## src/inc/cgb_defines.svh

```systemverilog
`ifndef CGB_DEFINES_SVH
`define CGB_DEFINES_SVH

// ***************************************************
// Register offsets
// ***************************************************
`define CGB_ADDR_FULL_SCALE 7'h05
`define CGB_ADDR_LOOP_CTRL 7'h06
`define CGB_ADDR_BLACK_HI 7'h0a
`define CGB_ADDR_BLACK_LO 7'h0b
`define CGB_ADDR_PIX_COUNT 7'h0d
`define CGB_ADDR_OFFSET_A 7'h0e
`define CGB_ADDR_OFFSET_B 7'h0f
`define CGB_ADDR_OFFSET_C 7'h10
`define CGB_ADDR_FORCED_GAIN 7'h14

// ***************************************************
// Field positions
// ***************************************************
`define CGB_FS_CAL_BIT 0
`define CGB_FS_CODE_LSB 1
`define CGB_FS_CODE_MSB 3
`define CGB_LC_RANGE_BIT 0
`define CGB_LC_GAIN_LSB 1
`define CGB_LC_GAIN_MSB 2
`define CGB_LC_DISABLE_BIT 3
`define CGB_PC_N_MSB 5
`define CGB_FG_CODE_MSB 1
`define CGB_FG_EN_BIT 2
`define CGB_BL_LO_ACC_BIT 0
`define CGB_BL_LO_RUN_BIT 1

// ***************************************************
// Reset values and constants
// ***************************************************
`define CGB_RST_FULL_SCALE 8'h0e
`define CGB_RST_LOOP_CTRL 8'h01
`define CGB_RST_PIX_COUNT 8'h10
`define CGB_RST_OFFSET 8'h00
`define CGB_RST_FORCED_GAIN 8'h00
`define CGB_RST_ACC 16'h8000
`define CGB_BLACK_TARGET 13'h0040
`define CGB_PERIOD_EXTRA 7'h0a
`define CGB_PIX_MAX 13'h1fff
`define CGB_FIFO_DEPTH 16

`endif

```

## src/inc/cgb_pkg.sv

```systemverilog
package cgb_pkg;

  typedef enum logic [1:0] {
    CGB_GAIN_1X = 2'b00,
    CGB_GAIN_2X = 2'b01,
    CGB_GAIN_4X = 2'b10,
    CGB_GAIN_8X = 2'b11
  } cgb_gain_t;

  typedef enum logic [0:0] {
    CGB_BL_IDLE = 1'b0,
    CGB_BL_RUN = 1'b1
  } cgb_bl_state_t;

  typedef logic [12:0] cgb_pix_t;

endpackage : cgb_pkg

```

## src/hw/cgb_fifo.sv

```systemverilog
`timescale 1ns/1ps

module cgb_fifo #(
  parameter int WIDTH = 13,
  parameter int DEPTH = 16
) (
  input logic clock,
  input logic rst_n,
  input logic clk_en,
  input logic in_valid,
  output logic in_ready,
  input logic [WIDTH-1:0] in_data,
  output logic out_valid,
  input logic out_ready,
  output logic [WIDTH-1:0] out_data
);
  import cgb_pkg::*;

  localparam int AW = $clog2(DEPTH);

  logic [WIDTH-1:0] mem_reg [DEPTH];
  logic [AW-1:0] wr_ptr_reg;
  logic [AW-1:0] rd_ptr_reg;
  logic [AW:0] count_reg;
  logic [AW:0] count_next;
  logic ready_reg;
  logic valid_reg;
  logic [WIDTH-1:0] data_reg;
  logic push;
  logic pop;

  // Registered full flag: a push is only taken while a slot is known free
  assign push = in_valid && ready_reg;
  assign pop = (count_reg != '0) && (!valid_reg || out_ready);
  assign count_next = count_reg + (AW+1)'(push) - (AW+1)'(pop);
  assign in_ready = ready_reg;
  assign out_valid = valid_reg;
  assign out_data = data_reg;

  always_ff @(posedge clock)
  begin
    if (clk_en && push)
      mem_reg[wr_ptr_reg] <= in_data;
  end

  always_ff @(posedge clock or negedge rst_n)
  begin
    if (!rst_n)
    begin
      wr_ptr_reg <= '0;
      rd_ptr_reg <= '0;
      count_reg <= '0;
      ready_reg <= 1'b0;
      valid_reg <= 1'b0;
      data_reg <= '0;
    end
    else if (clk_en)
    begin
      if (push)
        wr_ptr_reg <= wr_ptr_reg + 1'b1;
      if (pop)
      begin
        rd_ptr_reg <= rd_ptr_reg + 1'b1;
        data_reg <= mem_reg[rd_ptr_reg];
      end
      count_reg <= count_next;
      ready_reg <= (count_next < (AW+1)'(DEPTH));
      if (pop)
        valid_reg <= 1'b1;
      else if (out_ready)
        valid_reg <= 1'b0;
    end
  end

endmodule : cgb_fifo

```

## src/hw/cgb_gain_black.sv

```systemverilog
// Operation
// - Two-bit coarse gain code selects 1x..8x
// - Gain code plus ten bits give thirteen
// - Divide by gain via right shift
// - Keep three extra low bits
// - Fixed gain forces one code, shifts output
// - Register selects full-scale input level
// - Loop holds black at code 64
// - Loop runs only during clamp strobe
// - Short clamp: one update per line
// - Long clamp: update every n+10 cycles
// - Integrator gain K times n
// - Range bit clear halves loop gain
// - Nine accumulator MSBs readable, write clears LSBs
// - Accumulator starts at mid-range
// - Loop can be disabled; level settable
// - Black is 8 (10-bit), 64 (13-bit)
// - Add calibration offsets at 2x, 4x and 8x gain
`timescale 1ns/1ps
`include "cgb_defines.svh"

module cgb_gain_black (
  input logic clock,
  input logic rst_n,
  input logic clk_en,
  input cgb_pkg::cgb_gain_t gain_code,
  input logic [9:0] conv_data,
  input logic conv_valid,
  output logic conv_ready,
  input logic clamp_pin,
  input logic reg_wr_en,
  input logic reg_rd_en,
  input logic [6:0] reg_addr,
  input logic [7:0] reg_wdata,
  output logic [7:0] reg_rdata,
  output cgb_pkg::cgb_pix_t pix_out,
  output logic pix_out_valid,
  input logic pix_out_ready,
  output logic [8:0] black_level,
  output logic [2:0] full_scale_code,
  output logic cal_start
);
  import cgb_pkg::*;

  // ***************************************************
  // Register file
  // ***************************************************
  logic [7:0] full_scale_reg;
  logic [7:0] loop_ctrl_reg;
  logic [7:0] pix_count_reg;
  logic [7:0] offset_a_reg;
  logic [7:0] offset_b_reg;
  logic [7:0] offset_c_reg;
  logic [7:0] forced_gain_reg;
  logic black_lo_reg;
  logic [7:0] reg_rdata_reg;
  logic cal_start_reg;
  logic [15:0] acc_reg;
  logic [15:0] acc_next;
  cgb_bl_state_t bl_state_reg;
  cgb_bl_state_t bl_state_next;

  // ***************************************************
  // Register decode
  // ***************************************************

  logic wr_full_scale;
  logic wr_loop_ctrl;
  logic wr_black_hi;
  logic wr_black_lo;
  logic wr_pix_count;
  logic wr_offset_a;
  logic wr_offset_b;
  logic wr_offset_c;
  logic wr_forced_gain;
  logic [7:0] rd_mux;

  assign wr_full_scale = reg_wr_en && reg_addr == `CGB_ADDR_FULL_SCALE;
  assign wr_loop_ctrl = reg_wr_en && reg_addr == `CGB_ADDR_LOOP_CTRL;
  assign wr_black_hi = reg_wr_en && reg_addr == `CGB_ADDR_BLACK_HI;
  assign wr_black_lo = reg_wr_en && reg_addr == `CGB_ADDR_BLACK_LO;
  assign wr_pix_count = reg_wr_en && reg_addr == `CGB_ADDR_PIX_COUNT;
  assign wr_offset_a = reg_wr_en && reg_addr == `CGB_ADDR_OFFSET_A;
  assign wr_offset_b = reg_wr_en && reg_addr == `CGB_ADDR_OFFSET_B;
  assign wr_offset_c = reg_wr_en && reg_addr == `CGB_ADDR_OFFSET_C;
  assign wr_forced_gain = reg_wr_en && reg_addr == `CGB_ADDR_FORCED_GAIN;

  // Unmapped offsets read as zero
  assign rd_mux =
    (reg_addr == `CGB_ADDR_FULL_SCALE) ? full_scale_reg :
    (reg_addr == `CGB_ADDR_LOOP_CTRL) ? loop_ctrl_reg :
    (reg_addr == `CGB_ADDR_BLACK_HI) ? acc_reg[15:8] :
    (reg_addr == `CGB_ADDR_BLACK_LO) ?
      {6'h00, bl_state_reg == CGB_BL_RUN, acc_reg[7]} :
    (reg_addr == `CGB_ADDR_PIX_COUNT) ? pix_count_reg :
    (reg_addr == `CGB_ADDR_OFFSET_A) ? offset_a_reg :
    (reg_addr == `CGB_ADDR_OFFSET_B) ? offset_b_reg :
    (reg_addr == `CGB_ADDR_OFFSET_C) ? offset_c_reg :
    (reg_addr == `CGB_ADDR_FORCED_GAIN) ? forced_gain_reg : 8'h00;

  always_ff @(posedge clock or negedge rst_n)
  begin
    if (!rst_n)
    begin
      full_scale_reg <= `CGB_RST_FULL_SCALE;
      loop_ctrl_reg <= `CGB_RST_LOOP_CTRL;
      pix_count_reg <= `CGB_RST_PIX_COUNT;
      offset_a_reg <= `CGB_RST_OFFSET;
      offset_b_reg <= `CGB_RST_OFFSET;
      offset_c_reg <= `CGB_RST_OFFSET;
      forced_gain_reg <= `CGB_RST_FORCED_GAIN;
      black_lo_reg <= 1'b0;
      reg_rdata_reg <= 8'h00;
      cal_start_reg <= 1'b0;
    end
    else if (clk_en)
    begin
      if (wr_full_scale)
        full_scale_reg <= reg_wdata;
      if (wr_loop_ctrl)
        loop_ctrl_reg <= reg_wdata;
      if (wr_pix_count)
        pix_count_reg <= reg_wdata;
      if (wr_offset_a)
        offset_a_reg <= reg_wdata;
      if (wr_offset_b)
        offset_b_reg <= reg_wdata;
      if (wr_offset_c)
        offset_c_reg <= reg_wdata;
      if (wr_forced_gain)
        forced_gain_reg <= reg_wdata;
      if (wr_black_lo)
        black_lo_reg <= reg_wdata[`CGB_BL_LO_ACC_BIT];
      if (reg_rd_en)
        reg_rdata_reg <= rd_mux;
      // One-cycle kick to the calibration engine
      cal_start_reg <= wr_full_scale && reg_wdata[`CGB_FS_CAL_BIT];
    end
  end

  assign reg_rdata = reg_rdata_reg;
  assign cal_start = cal_start_reg;
  assign full_scale_code = full_scale_reg[`CGB_FS_CODE_MSB:`CGB_FS_CODE_LSB];

  // ***************************************************
  // Gain adjust
  // ***************************************************
  logic force_en;
  cgb_gain_t eff_gain;
  logic [12:0] shifted;
  logic [7:0] offset_sel;
  logic signed [14:0] sum_adj;
  cgb_pix_t adj_pix;

  assign force_en = forced_gain_reg[`CGB_FG_EN_BIT];
  assign eff_gain = force_en ?
    cgb_gain_t'(forced_gain_reg[`CGB_FG_CODE_MSB:0]) : gain_code;
  // Three fraction bits appended, then one place per doubling
  assign shifted = {conv_data, 3'b000} >> eff_gain;
  assign offset_sel =
    (eff_gain == CGB_GAIN_2X) ? offset_a_reg :
    (eff_gain == CGB_GAIN_4X) ? offset_b_reg :
    (eff_gain == CGB_GAIN_8X) ? offset_c_reg : 8'h00;
  assign sum_adj = $signed({2'b00, shifted}) +
    $signed({{7{offset_sel[7]}}, offset_sel});
  // Clip so a negative or oversized correction cannot wrap
  assign adj_pix = (sum_adj < 0) ? 13'h0000 :
    (sum_adj > $signed({2'b00, `CGB_PIX_MAX})) ? `CGB_PIX_MAX :
    sum_adj[12:0];

  // ***************************************************
  // Pixel buffer
  // ***************************************************

  logic fifo_ready;
  logic accept;

  assign accept = conv_valid && fifo_ready;
  // Registered full flag keeps the source free of a comb path
  assign conv_ready = fifo_ready;

  cgb_fifo #(
    .WIDTH(13),
    .DEPTH(`CGB_FIFO_DEPTH)
  ) u_fifo (
    .clock(clock),
    .rst_n(rst_n),
    .clk_en(clk_en),
    .in_valid(conv_valid),
    .in_ready(fifo_ready),
    .in_data(adj_pix),
    .out_valid(pix_out_valid),
    .out_ready(pix_out_ready),
    .out_data(pix_out)
  );

  // ***************************************************
  // Clamp synchroniser
  // ***************************************************
  logic clamp_meta_reg;
  logic clamp_sync_reg;

  always_ff @(posedge clock or negedge rst_n)
  begin
    if (!rst_n)
    begin
      clamp_meta_reg <= 1'b0;
      clamp_sync_reg <= 1'b0;
    end
    else if (clk_en)
    begin
      clamp_meta_reg <= clamp_pin;
      clamp_sync_reg <= clamp_meta_reg;
    end
  end

  // ***************************************************
  // Black level loop
  // ***************************************************
  logic [5:0] n_pix;
  logic [6:0] period_last;
  logic [6:0] per_cnt_reg;
  logic [5:0] pix_cnt_reg;
  logic [19:0] sum_reg;
  logic take_pix;
  logic period_end;
  logic do_update;
  logic loop_off;
  logic [1:0] blk_gain;
  logic [12:0] target_prod;
  logic signed [20:0] target_sum;
  logic signed [20:0] err;
  logic signed [23:0] err_scaled;
  logic signed [23:0] delta;
  logic signed [17:0] acc_sum;

  assign n_pix = pix_count_reg[`CGB_PC_N_MSB:0];
  // Counter runs 0..n+9, so one period lasts n+10 cycles
  assign period_last = 7'(n_pix) + `CGB_PERIOD_EXTRA - 7'h01;
  assign loop_off = loop_ctrl_reg[`CGB_LC_DISABLE_BIT];
  assign blk_gain = loop_ctrl_reg[`CGB_LC_GAIN_MSB:`CGB_LC_GAIN_LSB];
  // Only the first n accepted pixels of a period enter the sum
  assign take_pix = bl_state_reg == CGB_BL_RUN && clamp_sync_reg &&
    accept && pix_cnt_reg < n_pix;
  // Period closes on strobe end or after n+10 cycles
  assign period_end = bl_state_reg == CGB_BL_RUN &&
    (!clamp_sync_reg || per_cnt_reg == period_last);
  assign do_update = period_end && pix_cnt_reg != 6'h00 && !loop_off;

  // Error versus 64 per accumulated pixel
  assign target_prod = 13'(pix_cnt_reg) * `CGB_BLACK_TARGET;
  assign target_sum = $signed({8'h00, target_prod});
  assign err = target_sum - $signed({1'b0, sum_reg});
  assign err_scaled = 24'(err) <<< blk_gain;
  // K = gain/256; range clear halves it
  assign delta = loop_ctrl_reg[`CGB_LC_RANGE_BIT] ?
    (err_scaled >>> 8) : (err_scaled >>> 9);
  // Two guard bits let saturation see both overflow directions
  assign acc_sum = $signed({2'b00, acc_reg}) + 18'(delta);

  // ***************************************************
  // Accumulator update
  // ***************************************************

  always_comb
  begin
    acc_next = acc_reg;
    // Host write wins over a same-cycle loop update
    if (wr_black_hi)
      acc_next = {reg_wdata, black_lo_reg, 7'h00};
    else if (do_update)
    begin
      if (acc_sum < 0)
        acc_next = 16'h0000;
      else if (acc_sum > 18'sh0ffff)
        acc_next = 16'hffff;
      else
        acc_next = acc_sum[15:0];
    end
  end

  // ***************************************************
  // Loop state
  // ***************************************************

  always_comb
  begin
    bl_state_next = bl_state_reg;
    case (bl_state_reg)
      CGB_BL_IDLE:
        if (clamp_sync_reg)
          bl_state_next = CGB_BL_RUN;
      CGB_BL_RUN:
        if (!clamp_sync_reg)
          bl_state_next = CGB_BL_IDLE;
      default:
        bl_state_next = CGB_BL_IDLE;
    endcase
  end

  // ***************************************************
  // Loop registers
  // ***************************************************

  always_ff @(posedge clock or negedge rst_n)
  begin
    if (!rst_n)
    begin
      acc_reg <= `CGB_RST_ACC;
      bl_state_reg <= CGB_BL_IDLE;
      per_cnt_reg <= 7'h00;
      pix_cnt_reg <= 6'h00;
      sum_reg <= 20'h00000;
    end
    else if (clk_en)
    begin
      acc_reg <= acc_next;
      bl_state_reg <= bl_state_next;
      if (bl_state_reg != CGB_BL_RUN || period_end)
      begin
        per_cnt_reg <= 7'h00;
        pix_cnt_reg <= 6'h00;
        sum_reg <= 20'h00000;
      end
      else
      begin
        per_cnt_reg <= per_cnt_reg + 7'h01;
        if (take_pix)
        begin
          pix_cnt_reg <= pix_cnt_reg + 6'h01;
          sum_reg <= sum_reg + 20'(adj_pix);
        end
      end
    end
  end

  // ***************************************************
  // Outputs
  // ***************************************************

  // Analog clamp DAC follows the top nine accumulator bits
  assign black_level = acc_reg[15:7];

endmodule : cgb_gain_black

```

## config.mk

```make
export PLATFORM = sky130hd
export DESIGN_NAME = cgb_gain_black
export DESIGN_NICKNAME = d
export VERILOG_FILES = /design/src/inc/cgb_pkg.sv /design/src/hw/cgb_fifo.sv /design/src/hw/cgb_gain_black.sv
export VERILOG_INCLUDE_DIRS = /design/src /design/src/inc
export SDC_FILE = /design/constraint.sdc
export NUM_CORES = 1
export LEC_CHECK = 0
export ABC_AREA = 1
export BUFFER_PORTS_ARGS = -buffer_cell sky130_fd_sc_hd__clkbuf_2
export CAP_MARGIN = 40
export CORE_ASPECT_RATIO = 1.5
export CORE_MARGIN = 1
export CORE_UTILIZATION = 25
export CTS_CLUSTER_DIAMETER = 120
export DETAILED_ROUTE_END_ITERATION = 8
export PLACE_DENSITY_LB_ADDON = 0.1
export SETUP_SLACK_MARGIN = 0.5
export SLEW_MARGIN = 10
export SYNTH_ARGS = -nofsm -noshare
export SYNTH_HDL_FRONTEND = slang
export SYNTH_SLANG_ARGS = --single-unit
```

## constraint.sdc

```tcl
create_clock -name clock -period 6.6 [get_ports clock]
set_input_delay 0.66 -clock clock [delete_from_list [all_inputs] [get_ports clock]]
set_output_delay 0.66 -clock clock [all_outputs]
set_load 0.01 [all_outputs]
```

==> run metrics, run 1 <==
Yosys warning total 0; unrepaired setup endpoints after global routing false; top cells by area, synth edfxtp_1, dfrtp_1, nand2_1; CTS clk-pin slew, worst paths 0.06 ns; total grt overflow 0; worst-path maximum fanout 18; flop and latch count out of synthesis 354; Mapped Avg Cell Area 8.741 um^2; Inserted Clock Buffers 42; Worst Max-Slew Pin Slew 0.8344 ns; Top FF cell, synth edfxtp_1; WL per Instance 19.21 um; top cells by count, synth nand2_1, o21ai_0, nor2_1; Core ar. 77,260 um^2; worst r2r path cells 31; Max clock buf depth 3; first-pass GRT wire length 99.55 mm; Max Slew Vio Count 0; Post-synth EDFFs 208; layout net count 2,401; clock latency on the worst-skew pair 0.59 ns; total number of vias 15,680; Synth cell types 53; Post-Syn Nets 2,339; Syn-to-layout area delta 15.31%; I/O Buffers 70; Total GRT Usage 16.50%; Reg2Reg Setup Slack 1.16 ns; post-route cell area 22,490 um^2; critical path data arrival time 5.89 ns; DR vias/cell 4.690; Synth async-reset ratio 41.24%; vias in the first global route 16,340; largest net degree at the start of global routing 70; Most common cell on crit path nand2_1; Final ANT Viol Nets 0; final WL 64.21 mm; Hold Vio Cnt, Final 0; Rows 125; Max-slew headroom 44.37%; Die ar. 79,150 um^2; Hold Crit Class in -> async; final worst-path cycle share 82.35%; clk sink count 354; Chip Height 344.1 um; IO Pins 71; CP startpoint forced_gain_reg[2]$_DFFE_PN0P_; post-route setup TNS 0 ns; Pwr Density 322.7 nW/um^2; Final min period 5.435 ns; Starting Density 25.24%; initial antenna violation count 0; Worst IR Drop VDD 175.4 uV; Startpoint Class register; Max-cap violations 0; Reg2Reg Launch Point forced_gain_reg[2]$_DFFE_PN0P_; clock root buffer clkbuf_16; Yosys top cell by area edfxtp_1; status finished, final reports clean; final setup violating endpoints 0; leak pwr 9.416 nW; layout cells sized above 1 10.74%; drt initial violations 765; critical path endpoint category register; CTS H-tree lvls 2; Reg-to-Reg End sum_reg[11]$_DFFE_PN0P_; Seq/Total Area, Yosys 50.80%; GR Layer Usage met3 2.108%; Slowest Stage Delay on Critical Path 0.47 ns; CP max-delay cell o21ai_0; DRC violations left 0; Post-CTS Hold Buffers 0; Synth Instances 2,231; M2 GR Usage 32.20%; Mapped Area 19,500 um^2; fmax 0.1840 GHz; GRT met1 Usage 18.50%; CP Class reg -> reg; cell with the most instances after synthesis nand2_1; max reg flops 208; gr busiest metal met2; CP required 7.05 ns; Die X-Extent 230.0 um; Pre-antenna DRT Iters 6; GPL Wtd Cong 0.8548; CTS tree done; Final Skew 0.02638 ns; dpl cell area 21,010 um^2; top-area cell type share of the netlist area 32.03%; hpwl dp 45.17 mm; Ant. Diodes 0
## through the flow
step	total power, W	cells	utilization, %	hold slack, ns	setup slack (ns)
2_1_floorplan	0.004142	2231	-	0.3644	1.255
3_3_place_gp	0.004893	3261	27.13	0.4596	0.6224
3_5_place_dp	0.004922	3264	27.19	0.4645	0.4820
4_1_cts	0.007411	3342	29.05	0.03516	0.7161
5_1_grt	0.007734	3343	29.10	0.05157	0.5554
6_report	0.007256	3343	29.10	0.02120	1.165
## cells by family after synthesis
family	count (synthesis)	share of synthesized area (%)
XOR/XNOR	52	2.335
AND/OR/NAND/NOR	1009	22.39
adder cells (fa/ha/maj)	73	4.838
buffers and inverters	292	6.153
AO/OA/AOI/OAI	451	13.48
flip-flops	354	50.80
## layout make-up
cell class | count | area [um^2]
Sequential cell | 354 | 9908
Multi-Input combinational cell | 1585 | 8431
Inverter | 199 | 748.2
Timing Repair Buffer | 111 | 688.2
Fill cell | 8360 | 54780
Clock inverter | 29 | 342.8
Tap cell | 1016 | 1271
Clock buffer | 49 | 1097
## critical path: cells and delay by family (launching register included)
family	cells	cell delay [ns]
flip-flops	1	0.44
AO/OA/AOI/OAI	7	1.47
XOR/XNOR	1	0.11
buffers and inverters	5	0.54
AND/OR/NAND/NOR	15	1.83
adder cells (fa/ha/maj)	3	0.92
## worst max-delay path by stage
| stage | endpoint | slack [ns] | cells past startpoint |
|---|---|---|---|
| after global routing | sum_reg[11]$_DFFE_PN0P_ | 0.56 | 31 |
| after CTS | sum_reg[11]$_DFFE_PN0P_ | 0.72 | 33 |
| after floorplan | sum_reg[11]$_DFFE_PN0P_ | 1.26 | 34 |
| after detailed placement | sum_reg[11]$_DFFE_PN0P_ | 0.48 | 34 |
| after global placement | sum_reg[11]$_DFFE_PN0P_ | 0.62 | 34 |
| final | sum_reg[11]$_DFFE_PN0P_ | 1.16 | 31 |
## power breakdown
part,switching (W),internal [W]
Clock,0.00100,0.00144
Combinational,0.00148,0.000677
Sequential,0.000129,0.00254
## cells in the final DEF (no fill, tap or decap), types with 23 or more instances in the layout
cell       instances
dfrtp_1          139
nand4_1           23
nor2_1           235
ha_1              69
inv_1            191
o22ai_1           23
o211ai_1          25
xor2_1            34
clkbuf_16         42
edfxtp_1         208
nand2_1          500
o221ai_1          38
nand3_1          174
o21ai_0          241
clkbuf_2          69
a21oi_1           62
buf_4             39
## metal layers
layer	routed length, um	share of wire, %	vias up
met1	26080	41	7629
li1	-	-	7750
met4	1514	2.4	0
met5	0	0	-
met2	34900	54	227
met3	1708	2.7	74
## repair_timing
action	CTS	global route
setup endpoints to repair	0	10
gates resized for setup	0	7
buffers inserted	0	1
Note: power is estimated with default switching activity, not from simulation.
==> inputs of run 2 (changes only) <==
- clock period: 6.6 -> 5 ns (I/O delays scaled with it)
==> run 2 against run 1 <==
Effect of this change: critical path depth rose by 1; count of clock-buffer cells in the layout rose by 13; wire length fell by 0.70%; total power rose by 31%; flip-flop and latch count did not move; core utilization rose by 1.5 points; sequential power rose by 34%.
==> run metrics, run 2 (synthesis results as in run 1) <==
status finished, final reports clean; Die ar. 79,150 um^2; Post-Route Utilization 30.65%; hpwl dp 45.40 mm; Slowest Stage Delay on Critical Path 0.44 ns; Max Slew Vio Count 0; total grt overflow 0; worst-path maximum fanout 8; clk sink count 354; leak pwr 9.837 nW; Final ANT Viol Nets 0; commonest cells after routing, fill and taps aside nand2_1, nor2_1, o21ai_0; largest net degree at the start of global routing 74; dpl cell area 21,340 um^2; Inserted Clock Buffers 42; CP Class reg -> reg; Worst Max-Slew Pin Slew 0.7715 ns; CTS H-tree lvls 2; most common cell after layout, fill and taps aside nand2_1; I/O Buffers 70; vias in the first global route 16,390; clock latency on the worst-skew pair 0.58 ns; Max-slew headroom 48.56%; Chip Height 344.1 um; Crit path max-delay family simple AND/OR/NAND/NOR gates; CP bufs+invs 6; total number of vias 16,020; GPL Wtd Cong 0.8385; hold slack final 0.1482 ns; post-route cell area 23,680 um^2; layout net count 2,475; Core ar. 77,260 um^2; Final Skew 0.02044 ns; Syn-to-layout area delta 21.44%; Pre-antenna DRT Iters 5; critical path data arrival time 4.85 ns; Starting Density 25.24%; Startpoint Class register; CP required 5.44 ns; IO Pins 71; CTS clk-pin slew, worst paths 0.06 ns; drt initial violations 693; first-pass GRT wire length 98.05 mm; CTS tree done; DR vias/cell 4.689; Worst IR Drop VDD 231.2 uV; CP max-delay cell dfrtp_2; unrepaired setup endpoints after global routing true; initial antenna violation count 0; Rows 125; Die X-Extent 230.0 um; Max clock buf depth 3; Total GRT Usage 16.17%; final WL 63.76 mm; layout cells sized above 1 18.12%; DRC violations left 0; Hold Vio Cnt, Final 0; critical path endpoint category register; fmax 0.2271 GHz; max reg flops 208; Pwr Density 400.5 nW/um^2; Hold Crit Class in -> reg; Most common cell on crit path nand2_2; final worst-path cycle share 88.07%; final setup violating endpoints 0; clock root buffer clkbuf_16; Ant. Diodes 0; WL per Instance 18.66 um; Final min period 4.403 ns; Max-cap violations 0
[run 2: stage by stage]
stage	total power (W)	setup WS (ns)	TNS, ns	cells
finish	0.009485	0.5967	0	3417
global route	0.01010	0.3187	0	3417
CTS	0.009574	0.4991	0	3380
detailed placement	0.006532	-0.3318	-0.5118	3296
global placement	0.006501	-0.2990	-0.2990	3295
floorplan	0.005479	0.5073	0	2231
[run 2: routing by layer]
layer | track usage, % | up-vias | wire length [um]
met5 | 0 | - | 0
met4 | 4.470 | 0 | 1683
met3 | 1.968 | 88 | 1532
met2 | 31.73 | 221 | 34800
met1 | 18.01 | 7807 | 25740
li1 | - | 7908 | -
[run 2: cell type report]
cell class | instances | area [um^2]
tap | 1016 | 1271
timing repair buffer | 184 | 1286
inverter | 199 | 755.7
clock buffer | 62 | 1197
clock inverter | 16 | 112.6
sequential | 354 | 9912
fill | 8291 | 53580
multi-input combinational | 1586 | 9146
[run 2: tightest hold or removal path, cell delays in order]
cell and delay (ns):
clkbuf_2 0.08, nand2_1 0.05, nand2_1 0.06
[run 2: final timing paths]
kind	from	to	slack [ns]	cells past startpoint
max reg2reg	forced_gain_reg[2]$_DFFE_PN0P_	sum_reg[18]$_DFFE_PN0P_	0.60	32
max in group asynchronous	rst_n	forced_gain_reg[2]$_DFFE_PN0P_	3.25	3
max	forced_gain_reg[2]$_DFFE_PN0P_	sum_reg[18]$_DFFE_PN0P_	0.60	32
min in group asynchronous	rst_n	acc_reg[6]$_DFFE_PN0P_	0.49	2
min	clamp_pin	clamp_meta_reg$_DFFE_PN0P_	0.15	3
min reg2reg	full_scale_reg[7]$_DFFE_PN0P_	full_scale_reg[7]$_DFFE_PN0P_	0.48	2
[run 2: power by group]
| group | internal (W) | switching (W) |
|---|---|---|
| Clock | 0.00167 | 0.00128 |
| Combinational | 0.00100 | 0.00195 |
| Sequential | 0.00335 | 0.000233 |
| Total | 0.00602 | 0.00346 |
[run 2: timing repair]
action / in CTS / in global routing
buffers inserted: 5 / 36
resized for setup: 42 / 141
pin swaps: 9 / 66
gates cloned: 0 / 1
endpoints found under the setup margin: 14 / 32
hold endpoints to repair: 46 / 0
hold buffers: 1 / 0
